--- config.mk ---
export PLATFORM = sky130hd
export DESIGN_NAME = power_mgmt_control_regs
export DESIGN_NICKNAME = d
export VERILOG_FILES = /design/src/verilog/power_mgmt_pkg.sv /design/src/verilog/power_mgmt_control_regs.sv
export SDC_FILE = /design/constraint.sdc
export NUM_CORES = 1
export LEC_CHECK = 0
export BUFFER_PORTS_ARGS = -buffer_cell sky130_fd_sc_hd__buf_2
export CAP_MARGIN = 20
export CORE_MARGIN = 8
export CORE_UTILIZATION = 49
export DETAILED_ROUTE_END_ITERATION = 8
export HOLD_SLACK_MARGIN = 0.06
export PLACE_DENSITY = 0.67
export SETUP_SLACK_MARGIN = 0.5
export SYNTH_ARGS = -nofsm -noshare
export SYNTH_HDL_FRONTEND = slang
export SYNTH_SLANG_ARGS = --single-unit
--- constraint.sdc ---
create_clock -name clk_in -period 3.2 [get_ports clk_in]
set_clock_uncertainty 0.1 [all_clocks]
set_input_delay 0.16 -clock clk_in [delete_from_list [all_inputs] [get_ports clk_in]]
set_output_delay 0.16 -clock clk_in [all_outputs]
set_load 0.02 [all_outputs]
--- src/verilog/power_mgmt_pkg.sv ---
// Functional notes
// - enable bit 7 passes the supply-restored flag to the shared supply interrupt, reset zero.
// - with enable bit 6 set, reading the three meter status registers also clears them.
// - enable bit 5 passes the sag flag to the shared supply interrupt.
// - enable bit 3 passes the switched-supply flag to the shared supply interrupt.
// - enable bit 2 passes the battery level flag to the shared supply interrupt.
// - enable bit 1 passes the switchover flag to the shared supply interrupt.
// - enable bit 0 passes the dc input flag to the shared supply interrupt.
// - four byte scratch registers read and write freely, reset to zero, kept in all power modes.
// - power control bit 4 shuts the core down only while in the first power-saving mode.
// - power control bits 2..0 divide the 4.096 MHz core clock by two to the field, reset 010.
// - a power control write lands only as the next write after a write of 0xa7 to the key register.
// - supply flags stay latched until software clears them; only enabled ones raise the request.
`default_nettype none
package power_mgmt_pkg;
  localparam logic [7:0] power_control_addr = 8'hc5;
  localparam logic [7:0] supply_irq_enable_addr = 8'hec;
  localparam logic [7:0] scratch_pad_one_addr = 8'hfb;
  localparam logic [7:0] scratch_pad_two_addr = 8'hfc;
  localparam logic [7:0] scratch_pad_three_addr = 8'hfd;
  localparam logic [7:0] scratch_pad_four_addr = 8'hfe;
  // key register address is arbitrary, picked from a free slot of the map
  localparam logic [7:0] write_key_register_addr = 8'hc1;
  localparam logic [7:0] write_key_value = 8'ha7;
  localparam int restored_irq_en_bit = 7;
  localparam int meter_status_clear_on_read_bit = 6;
  localparam int sag_irq_en_bit = 5;
  localparam int reserved_enable_bit = 4;
  localparam int switched_supply_irq_en_bit = 3;
  localparam int battery_level_irq_en_bit = 2;
  localparam int switchover_irq_en_bit = 1;
  localparam int dc_input_irq_en_bit = 0;
  localparam int core_shutdown_bit = 4;
  localparam int core_clock_divider_msb = 2;
  localparam logic [7:0] supply_irq_enable_reset = 8'h00;
  localparam logic [7:0] scratch_reset = 8'h00;
  localparam logic [2:0] core_clock_divider_reset = 3'h2;
  localparam logic [7:0] power_control_mask = 8'h17;
endpackage : power_mgmt_pkg
`default_nettype wire

--- src/verilog/power_mgmt_control_regs.sv ---
`timescale 1ns/1ps
`default_nettype none
module power_mgmt_control_regs (
  input wire logic clk_in,
  input wire logic rst_in,
  input wire logic [7:0] reg_addr_in,
  input wire logic [7:0] reg_wdata_in,
  input wire logic reg_wr_in,
  input wire logic reg_rd_in,
  output logic [7:0] reg_rdata_out,
  input wire logic [5:0] supply_flags_in,
  input wire logic first_power_saving_mode_in,
  input wire logic meter_status_read_in,
  output logic meter_status_clear_out,
  output logic supply_monitor_interrupt_out,
  output logic core_shutdown_out,
  output logic [2:0] core_clock_divider_out
);
  import power_mgmt_pkg::*;

  // ------------------------------------------------------------
  // register state
  // ------------------------------------------------------------
  logic [7:0] supply_irq_enable_r, supply_irq_enable_nxt;
  logic [7:0] power_control_r, power_control_nxt;
  logic [7:0] scratch_r [4];
  logic [7:0] scratch_nxt [4];
  logic key_armed_r, key_armed_nxt;
  logic [7:0] rdata_r, rdata_nxt;
  logic irq_r, irq_nxt;
  logic [5:0] flags_s1_r, flags_s2_r;
  logic first_power_saving_mode_s1_r, first_power_saving_mode_s2_r;

  // flags and mode come from other logic domains; two stages before use
  always_ff @(posedge clk_in)
  begin
    if (rst_in)
    begin
      flags_s1_r <= 6'h00;
      flags_s2_r <= 6'h00;
      first_power_saving_mode_s1_r <= 1'b0;
      first_power_saving_mode_s2_r <= 1'b0;
    end
    else
    begin
      flags_s1_r <= supply_flags_in;
      flags_s2_r <= flags_s1_r;
      first_power_saving_mode_s1_r <= first_power_saving_mode_in;
      first_power_saving_mode_s2_r <= first_power_saving_mode_s1_r;
    end
  end

  // write decode, key handling and read mux
  always_comb
  begin
    supply_irq_enable_nxt = supply_irq_enable_r;
    power_control_nxt = power_control_r;
    for (int i = 0; i < 4; i++)
      scratch_nxt[i] = scratch_r[i];
    key_armed_nxt = key_armed_r;
    rdata_nxt = rdata_r;
    if (reg_wr_in)
    begin
      // any write disarms; only the key value rearms
      key_armed_nxt = (reg_addr_in == write_key_register_addr) &&
                      (reg_wdata_in == write_key_value);
      case (reg_addr_in)
        supply_irq_enable_addr: supply_irq_enable_nxt = reg_wdata_in;
        power_control_addr:
          if (key_armed_r)
            power_control_nxt = reg_wdata_in & power_control_mask;
        scratch_pad_one_addr: scratch_nxt[0] = reg_wdata_in;
        scratch_pad_two_addr: scratch_nxt[1] = reg_wdata_in;
        scratch_pad_three_addr: scratch_nxt[2] = reg_wdata_in;
        scratch_pad_four_addr: scratch_nxt[3] = reg_wdata_in;
        default: ;
      endcase
    end
    if (reg_rd_in)
    begin
      case (reg_addr_in)
        supply_irq_enable_addr: rdata_nxt = supply_irq_enable_r;
        power_control_addr: rdata_nxt = power_control_r;
        scratch_pad_one_addr: rdata_nxt = scratch_r[0];
        scratch_pad_two_addr: rdata_nxt = scratch_r[1];
        scratch_pad_three_addr: rdata_nxt = scratch_r[2];
        scratch_pad_four_addr: rdata_nxt = scratch_r[3];
        default: rdata_nxt = 8'h00;
      endcase
    end
    // flags latch outside; request is or of enabled sources
    irq_nxt = (supply_irq_enable_r[restored_irq_en_bit] & flags_s2_r[5]) |
              (supply_irq_enable_r[sag_irq_en_bit] & flags_s2_r[4]) |
              (supply_irq_enable_r[switched_supply_irq_en_bit] & flags_s2_r[3]) |
              (supply_irq_enable_r[battery_level_irq_en_bit] & flags_s2_r[2]) |
              (supply_irq_enable_r[switchover_irq_en_bit] & flags_s2_r[1]) |
              (supply_irq_enable_r[dc_input_irq_en_bit] & flags_s2_r[0]);
  end

  // registers; scratch has only the synchronous reset, no power-mode clear
  always_ff @(posedge clk_in)
  begin
    if (rst_in)
    begin
      supply_irq_enable_r <= supply_irq_enable_reset;
      power_control_r <= {5'h00, core_clock_divider_reset};
      for (int i = 0; i < 4; i++)
        scratch_r[i] <= scratch_reset;
      key_armed_r <= 1'b0;
      rdata_r <= 8'h00;
      irq_r <= 1'b0;
    end
    else
    begin
      supply_irq_enable_r <= supply_irq_enable_nxt;
      power_control_r <= power_control_nxt;
      for (int i = 0; i < 4; i++)
        scratch_r[i] <= scratch_nxt[i];
      key_armed_r <= key_armed_nxt;
      rdata_r <= rdata_nxt;
      irq_r <= irq_nxt;
    end
  end

  // outputs
  assign reg_rdata_out = rdata_r;
  assign supply_monitor_interrupt_out = irq_r;
  // meter front end clears its status on its own read strobe, only while enable bit 6 is set
  assign meter_status_clear_out = meter_status_read_in &
                                  supply_irq_enable_r[meter_status_clear_on_read_bit];
  assign core_shutdown_out = power_control_r[core_shutdown_bit] & first_power_saving_mode_s2_r;
  assign core_clock_divider_out = power_control_r[core_clock_divider_msb:0];

  // ------------------------------------------------------------
  // assertions
  // ------------------------------------------------------------
  property p_key_gate;
    @(posedge clk_in) disable iff (rst_in)
    (reg_wr_in && reg_addr_in == power_control_addr && !key_armed_r) |=>
      $stable(power_control_r);
  endproperty
  a_key_gate: assert property (p_key_gate) else $error("unkeyed power write landed");

  // armed power write lands, with idle or read cycles allowed after the key
  property p_key_write;
    @(posedge clk_in) disable iff (rst_in)
    (reg_wr_in && reg_addr_in == power_control_addr && key_armed_r) |=>
      power_control_r == ($past(reg_wdata_in) & power_control_mask);
  endproperty
  a_key_write: assert property (p_key_write) else $error("keyed power write lost");

  property p_key_arm;
    @(posedge clk_in) disable iff (rst_in)
    (reg_wr_in && reg_addr_in == write_key_register_addr && reg_wdata_in == write_key_value)
      |=> key_armed_r;
  endproperty
  a_key_arm: assert property (p_key_arm) else $error("key write did not arm");

  property p_key_disarm;
    @(posedge clk_in) disable iff (rst_in)
    (reg_wr_in && !(reg_addr_in == write_key_register_addr && reg_wdata_in == write_key_value))
      |=> !key_armed_r;
  endproperty
  a_key_disarm: assert property (p_key_disarm) else $error("key stayed armed");

  property p_restored;
    @(posedge clk_in) disable iff (rst_in)
    (supply_irq_enable_r[restored_irq_en_bit] && flags_s2_r[5]) |=> irq_r;
  endproperty
  a_restored: assert property (p_restored) else $error("restored irq missing");

  property p_sag;
    @(posedge clk_in) disable iff (rst_in)
    (supply_irq_enable_r[sag_irq_en_bit] && flags_s2_r[4]) |=> irq_r;
  endproperty
  a_sag: assert property (p_sag) else $error("sag irq missing");

  property p_switched;
    @(posedge clk_in) disable iff (rst_in)
    (supply_irq_enable_r[switched_supply_irq_en_bit] && flags_s2_r[3]) |=> irq_r;
  endproperty
  a_switched: assert property (p_switched) else $error("switched irq missing");

  property p_battery;
    @(posedge clk_in) disable iff (rst_in)
    (supply_irq_enable_r[battery_level_irq_en_bit] && flags_s2_r[2]) |=> irq_r;
  endproperty
  a_battery: assert property (p_battery) else $error("battery irq missing");

  property p_switchover;
    @(posedge clk_in) disable iff (rst_in)
    (supply_irq_enable_r[switchover_irq_en_bit] && flags_s2_r[1]) |=> irq_r;
  endproperty
  a_switchover: assert property (p_switchover) else $error("switchover irq missing");

  property p_dc_input;
    @(posedge clk_in) disable iff (rst_in)
    (supply_irq_enable_r[dc_input_irq_en_bit] && flags_s2_r[0]) |=> irq_r;
  endproperty
  a_dc_input: assert property (p_dc_input) else $error("dc input irq missing");

  property p_masked;
    @(posedge clk_in) disable iff (rst_in)
    (({supply_irq_enable_r[restored_irq_en_bit], supply_irq_enable_r[sag_irq_en_bit],
       supply_irq_enable_r[switched_supply_irq_en_bit:dc_input_irq_en_bit]} &
      flags_s2_r) == 6'h00) |=> !irq_r;
  endproperty
  a_masked: assert property (p_masked) else $error("irq without enabled flag");

  property p_shutdown;
    @(posedge clk_in) disable iff (rst_in)
    !first_power_saving_mode_in |-> ##2 !core_shutdown_out;
  endproperty
  a_shutdown: assert property (p_shutdown) else $error("shutdown outside mode");

  // mode pin takes two synchroniser stages before it can shut the core
  property p_shutdown_on;
    @(posedge clk_in) disable iff (rst_in)
    first_power_saving_mode_in ##2 power_control_r[core_shutdown_bit] |-> core_shutdown_out;
  endproperty
  a_shutdown_on: assert property (p_shutdown_on) else $error("shutdown not taken");

  property p_clear_on_read;
    @(posedge clk_in) disable iff (rst_in)
    meter_status_clear_out ==
      (meter_status_read_in && supply_irq_enable_r[meter_status_clear_on_read_bit]);
  endproperty
  a_clear_on_read: assert property (p_clear_on_read) else $error("status clear wrong");

  property p_scratch;
    @(posedge clk_in) disable iff (rst_in)
    (reg_wr_in && reg_addr_in == scratch_pad_one_addr) |=>
      scratch_r[0] == $past(reg_wdata_in);
  endproperty
  a_scratch: assert property (p_scratch) else $error("scratch write lost");

  property p_scratch_read;
    @(posedge clk_in) disable iff (rst_in)
    (reg_rd_in && reg_addr_in == scratch_pad_one_addr) |=>
      reg_rdata_out == $past(scratch_r[0]);
  endproperty
  a_scratch_read: assert property (p_scratch_read) else $error("scratch readback wrong");
endmodule : power_mgmt_control_regs
`default_nettype wire

# After elaboration in Yosys (flattened, before gate mapping)
# Memory sizes are Yosys's and may differ from the RTL's.
# Index checks and enable logic that the tools add are counted.
[classes] eq_ne=8 mux=13 bitwise_logic=17 n_reduce_logical=3
[op_table] operator="$eq 8x8->1 const B" n=8
[op_table] operator="$mux 8" n=8
[op_table] operator="$pmux 8 s6" n=1
[op_table] operator="$mux 32" n=1
[op_table] operator="$or 1x1->1" n=9
[op_table] operator="$and 1x1->1" n=8
[op_table] operator="$mux 1" n=3
[op_table] operator="$reduce_and 3->1" n=1
[op_table] operator="$reduce_and 2->1" n=1
[op_table] operator="$logic_and 1x1->1" n=1
[totals] regBits=36 ramBits=32 out_inout_bits=14 n_memories=1
[mem_list] memory="scratch_r" words=4 width=8 rd=4 rd_clocked_by_memory_dff=0 wr=4 line="power_mgmt_control_regs.sv:26" source="logic [7:0] scratch_r [4];"

# Logic depth before layout (Yosys ltp)
[logic_depth] depth_word=6 depth_mapped=7

# Worst setup path after synthesis
# No wires, ideal clock.
[synth_timing] kind="in2reg" start="in reg_addr_in[5]" end="reg power_control_r[1]" arrival_ps=1257 required_ps=2980 slack_ps=1723 cell_stages=6 path_cell_list="clkbuf_2 -> nor4b_1 -> and4b_1 -> clkbuf_2 -> nor2b_1 -> a211o_1"
[synth_between] elab_chain_cells=2
[synth_lines] element="start, declared" line="power_mgmt_control_regs.sv:6" source="input wire logic [7:0] reg_addr_in,"
[synth_lines] element="$eq 8x8->1" line="power_mgmt_control_regs.sv:67" source="case (reg_addr_in)"
[synth_lines] element="$reduce_and 3->1 (no line)"
[synth_lines] element="end signal, assigned" line="power_mgmt_control_regs.sv:106" source="power_control_r <= {5'h00, core_clock_divider_reset};"
[synth_lines] element="end signal, assigned" line="power_mgmt_control_regs.sv:116" source="power_control_r <= power_control_nxt;"
[synth_lines] element="end, declared" line="power_mgmt_control_regs.sv:25" source="logic [7:0] power_control_r, power_control_nxt;"
# Every way passes these cells.
# A chain may end at the register's enable or synchronous reset.

==> flow_summary.json <==
{
  "clockPowerShare_pct": 38.9,
  "seq_power_share_pct": 53.9,
  "final.setup.tns_ns": 0,
  "grt_setup_unrepaired": "false",
  "root_buffer": "clkbuf_8",
  "fmax_ghz": 0.523,
  "route.detailed.drc": 0,
  "grt_overflow": 0,
  "p_sw_uw": 413,
  "grt_pass1_wl_um": 12000,
  "place.gp.congestion": 0.840,
  "yosysSeqAreaShare_pct": 45.3,
  "insertion_delay_ns": 0.35,
  "yosysWarnings": 0,
  "ctsResizeCount": 0,
  "synthArstFlopShare_pct": 0,
  "slowest_stage": "nor4_4",
  "num_antenna_cells": 0,
  "internal_power_mw": 1.18,
  "grt_usage_pct": 17.3,
  "routed_wl_um": 7400,
  "cts_hold_buf": 9,
  "grt_max_degree": 51,
  "synth_common_cells": "dfxtp_1 (68), nor2_1 (49), mux2i_1 (44), nor2b_1 (16), nand2_1 (14)",
  "slew_violations": 0,
  "design.portCount": 42,
  "pwr-share-comb_pct": 7.2,
  "leakage_nw": 1.49,
  "clkTransAtPathRegs_ns": 0.07,
  "worst_pin_slew_ns": 0.864,
  "synth_top_flop_cell": "dfxtp_1",
  "die_h_um": 94.3,
  "numCtsBuffers": 9,
  "initial_core_util_pct": 50.8,
  "area_growth_pct": 15.4,
  "clockBufferDepth": 2,
  "path_cells": "dlygate4sd3_1 -> buf_2 -> inv_2 -> nor4_4 -> mux2i_1 -> nor2_1",
  "fp.dieW_um": 94.3,
  "die_area_um2": 8900,
  "syn_nets": 333,
  "timing.slew.headroom_pct": 42.4,
  "vias": 2374,
  "end_kind": "flop",
  "synth.area.top_cells": "dfxtp_1 (45%), mux2i_1 (15%), nor2_1 (6.1%)",
  "htreeDepth": 3,
  "grt_pass1_vias": 2327,
  "netlist_area_um2": 3010,
  "clock-sinks": 68,
  "antenna_found_initial": 0,
  "hold_violations": 0,
  "syn_avg_cell_area_um2": 9.86,
  "hold_class": "in2reg",
  "crit_required_ns": 3.30,
  "ys_seq_elements": 68,
  "yosysMostFrequentCell": "dfxtp_1",
  "routed_via_density": 5.60,
  "yosysUniqueCellTypes": 49,
  "critical_path.max_stage_delay_ns": 0.73,
  "rows": 28,
  "layout.nets": 372,
  "wl_per_cell_um": 17.4,
  "min_period_over_period_pct": 59.7,
  "place.port_buffers": 41,
  "cp.arrival_ns": 2.01,
  "dp_slack_ns": 1.22,
  "drt_iter0_markers": 186,
  "layout-drive-gt1-share_pct": 21.8,
  "dp_cells": 399,
  "synth_edf_count": 0,
  "setup_slack_ns": 1.29,
  "status": "completed",
  "p_per_area_nw_per_um2": 460,
  "ir_drop_mv": 0.319,
  "stdcell_count": 424,
  "final_antenna_net_count": 0,
  "setup_violations": 0,
  "cts_tree": "built",
  "yosys.area.top_type_share_pct": 45.3,
  "crit_type": "in2reg",
  "postCtsSetupBuffers": 0,
  "p_sw_share_pct": 25.9,
  "path_max_fanout": 8,
  "dp_hpwl_um": 5110,
  "dr.pass1.iters": 4,
  "maxCapViolCount": 0,
  "layout_min_cycle_time_ns": 1.91,
  "yosysTopAreaCell": "dfxtp_1",
  "synthCells": 305,
  "core_um2": 5920,
  "start_kind": "primary input"
}
==> cell type report <==
| class | count | area [um^2] |
|---|---|---|
| clock inverter | 7 | 51.3 |
| multi-input combinational | 211 | 1530 |
| sequential | 68 | 1360 |
| tap | 75 | 93.8 |
| fill | 551 | 2450 |
| timing repair buffer | 51 | 303 |
| clock buffer | 9 | 124 |
| inverter | 3 | 11.3 |
==> power groups by stage <==
stage,logic (mW),registers [mW],clock network (mW)
3_3_place_gp,0.107,0.880,0
6_report,0.116,0.860,0.621
5_1_grt,0.125,0.861,0.686
3_5_place_dp,0.106,0.880,0
2_1_floorplan,0.0593,0.882,0
4_1_cts,0.115,0.860,0.644
==> per-layer routing <==
layer	vias up	wire, um	GRT usage (%)
met2	76	3360	26.4
met5	-	0	0
li1	1160	-	-
met4	0	74	5.94
met3	6	615	5.63
met1	1132	3340	22.5
==> placed cells by master (no fill, tap or decap), drive strengths merged, types with 2 or more instances in the layout <==
cell type	instances
and2	5
o21ai	2
clkbuf	9
and3b	2
nand4b	2
a21oi	4
o21a	3
mux2i	44
nand3	2
nand3b	6
buf	42
nor2b	16
nor3b	2
a311oi	5
dlygate4sd3	9
dfxtp	68
o31ai	3
a32o	3
nor2	49
clkinv	3
nor4	4
a22oi	7
a221oi	2
a211oi	2
nand2	14
clkinvlp	2
nand2b	4
inv	5
a31oi	2
and4b	3
and3	4
nand4	4
mux2	7
==> worst max-delay path, delay by kind of cell <==
family,cells,cell delay [ns]
simple gates,2,0.78
mux,1,0.26
buf+inv,3,0.81
==> path summary, 6_finish.rpt <==
check	from	endpoint	slack (ns)	depth (start not counted)
max reg2reg	key_armed_r	power_control_r[4]	1.72	4
min reg2reg	flags_s1_r[4]	flags_s2_r[4]	0.34	1
min	reg_wdata_in[7]	scratch_r[0][7]	0.08	3
max	reg_wr_in	scratch_r[2][4]	1.29	6
==> metrics by stage <==
| stage | total power [mW] | hold WS [ns] | util, % | cell area [um^2] |
|---|---|---|---|---|
| 2_1_floorplan | 0.941 | 0.178 | - | 3010 |
| 3_3_place_gp | 0.986 | 0.269 | 54.1 | 3210 |
| 3_5_place_dp | 0.986 | 0.275 | 54.1 | 3210 |
| 4_1_cts | 1.62 | 0.0614 | 58.6 | 3470 |
| 5_1_grt | 1.67 | 0.0732 | 58.6 | 3470 |
| 6_report | 1.60 | 0.0807 | 58.6 | 3470 |
==> cell families after synthesis <==
logic type / Yosys count / synth area share, %
and+or+nand+nor: 121 / 23.5
DFF: 68 / 45.3
muxes: 51 / 17.3
AOI/OAI and AO/OA: 38 / 9.70
buffers and inverters: 26 / 3.95
adders and majority gates: 1 / 0.333
==> registers in the layout, summed over array words and instances (netlist names) <==
register                      count
scratch_r                        32
reg_rdata_out                     8
supply_irq_enable_r               8
flags_s1_r                        6
flags_s2_r                        6
power_control_r                   4
first_power_saving_mode_s1_r      1
first_power_saving_mode_s2_r      1
key_armed_r                       1
supply_monitor_interrupt_out      1
(Power assumes the default switching activity.)
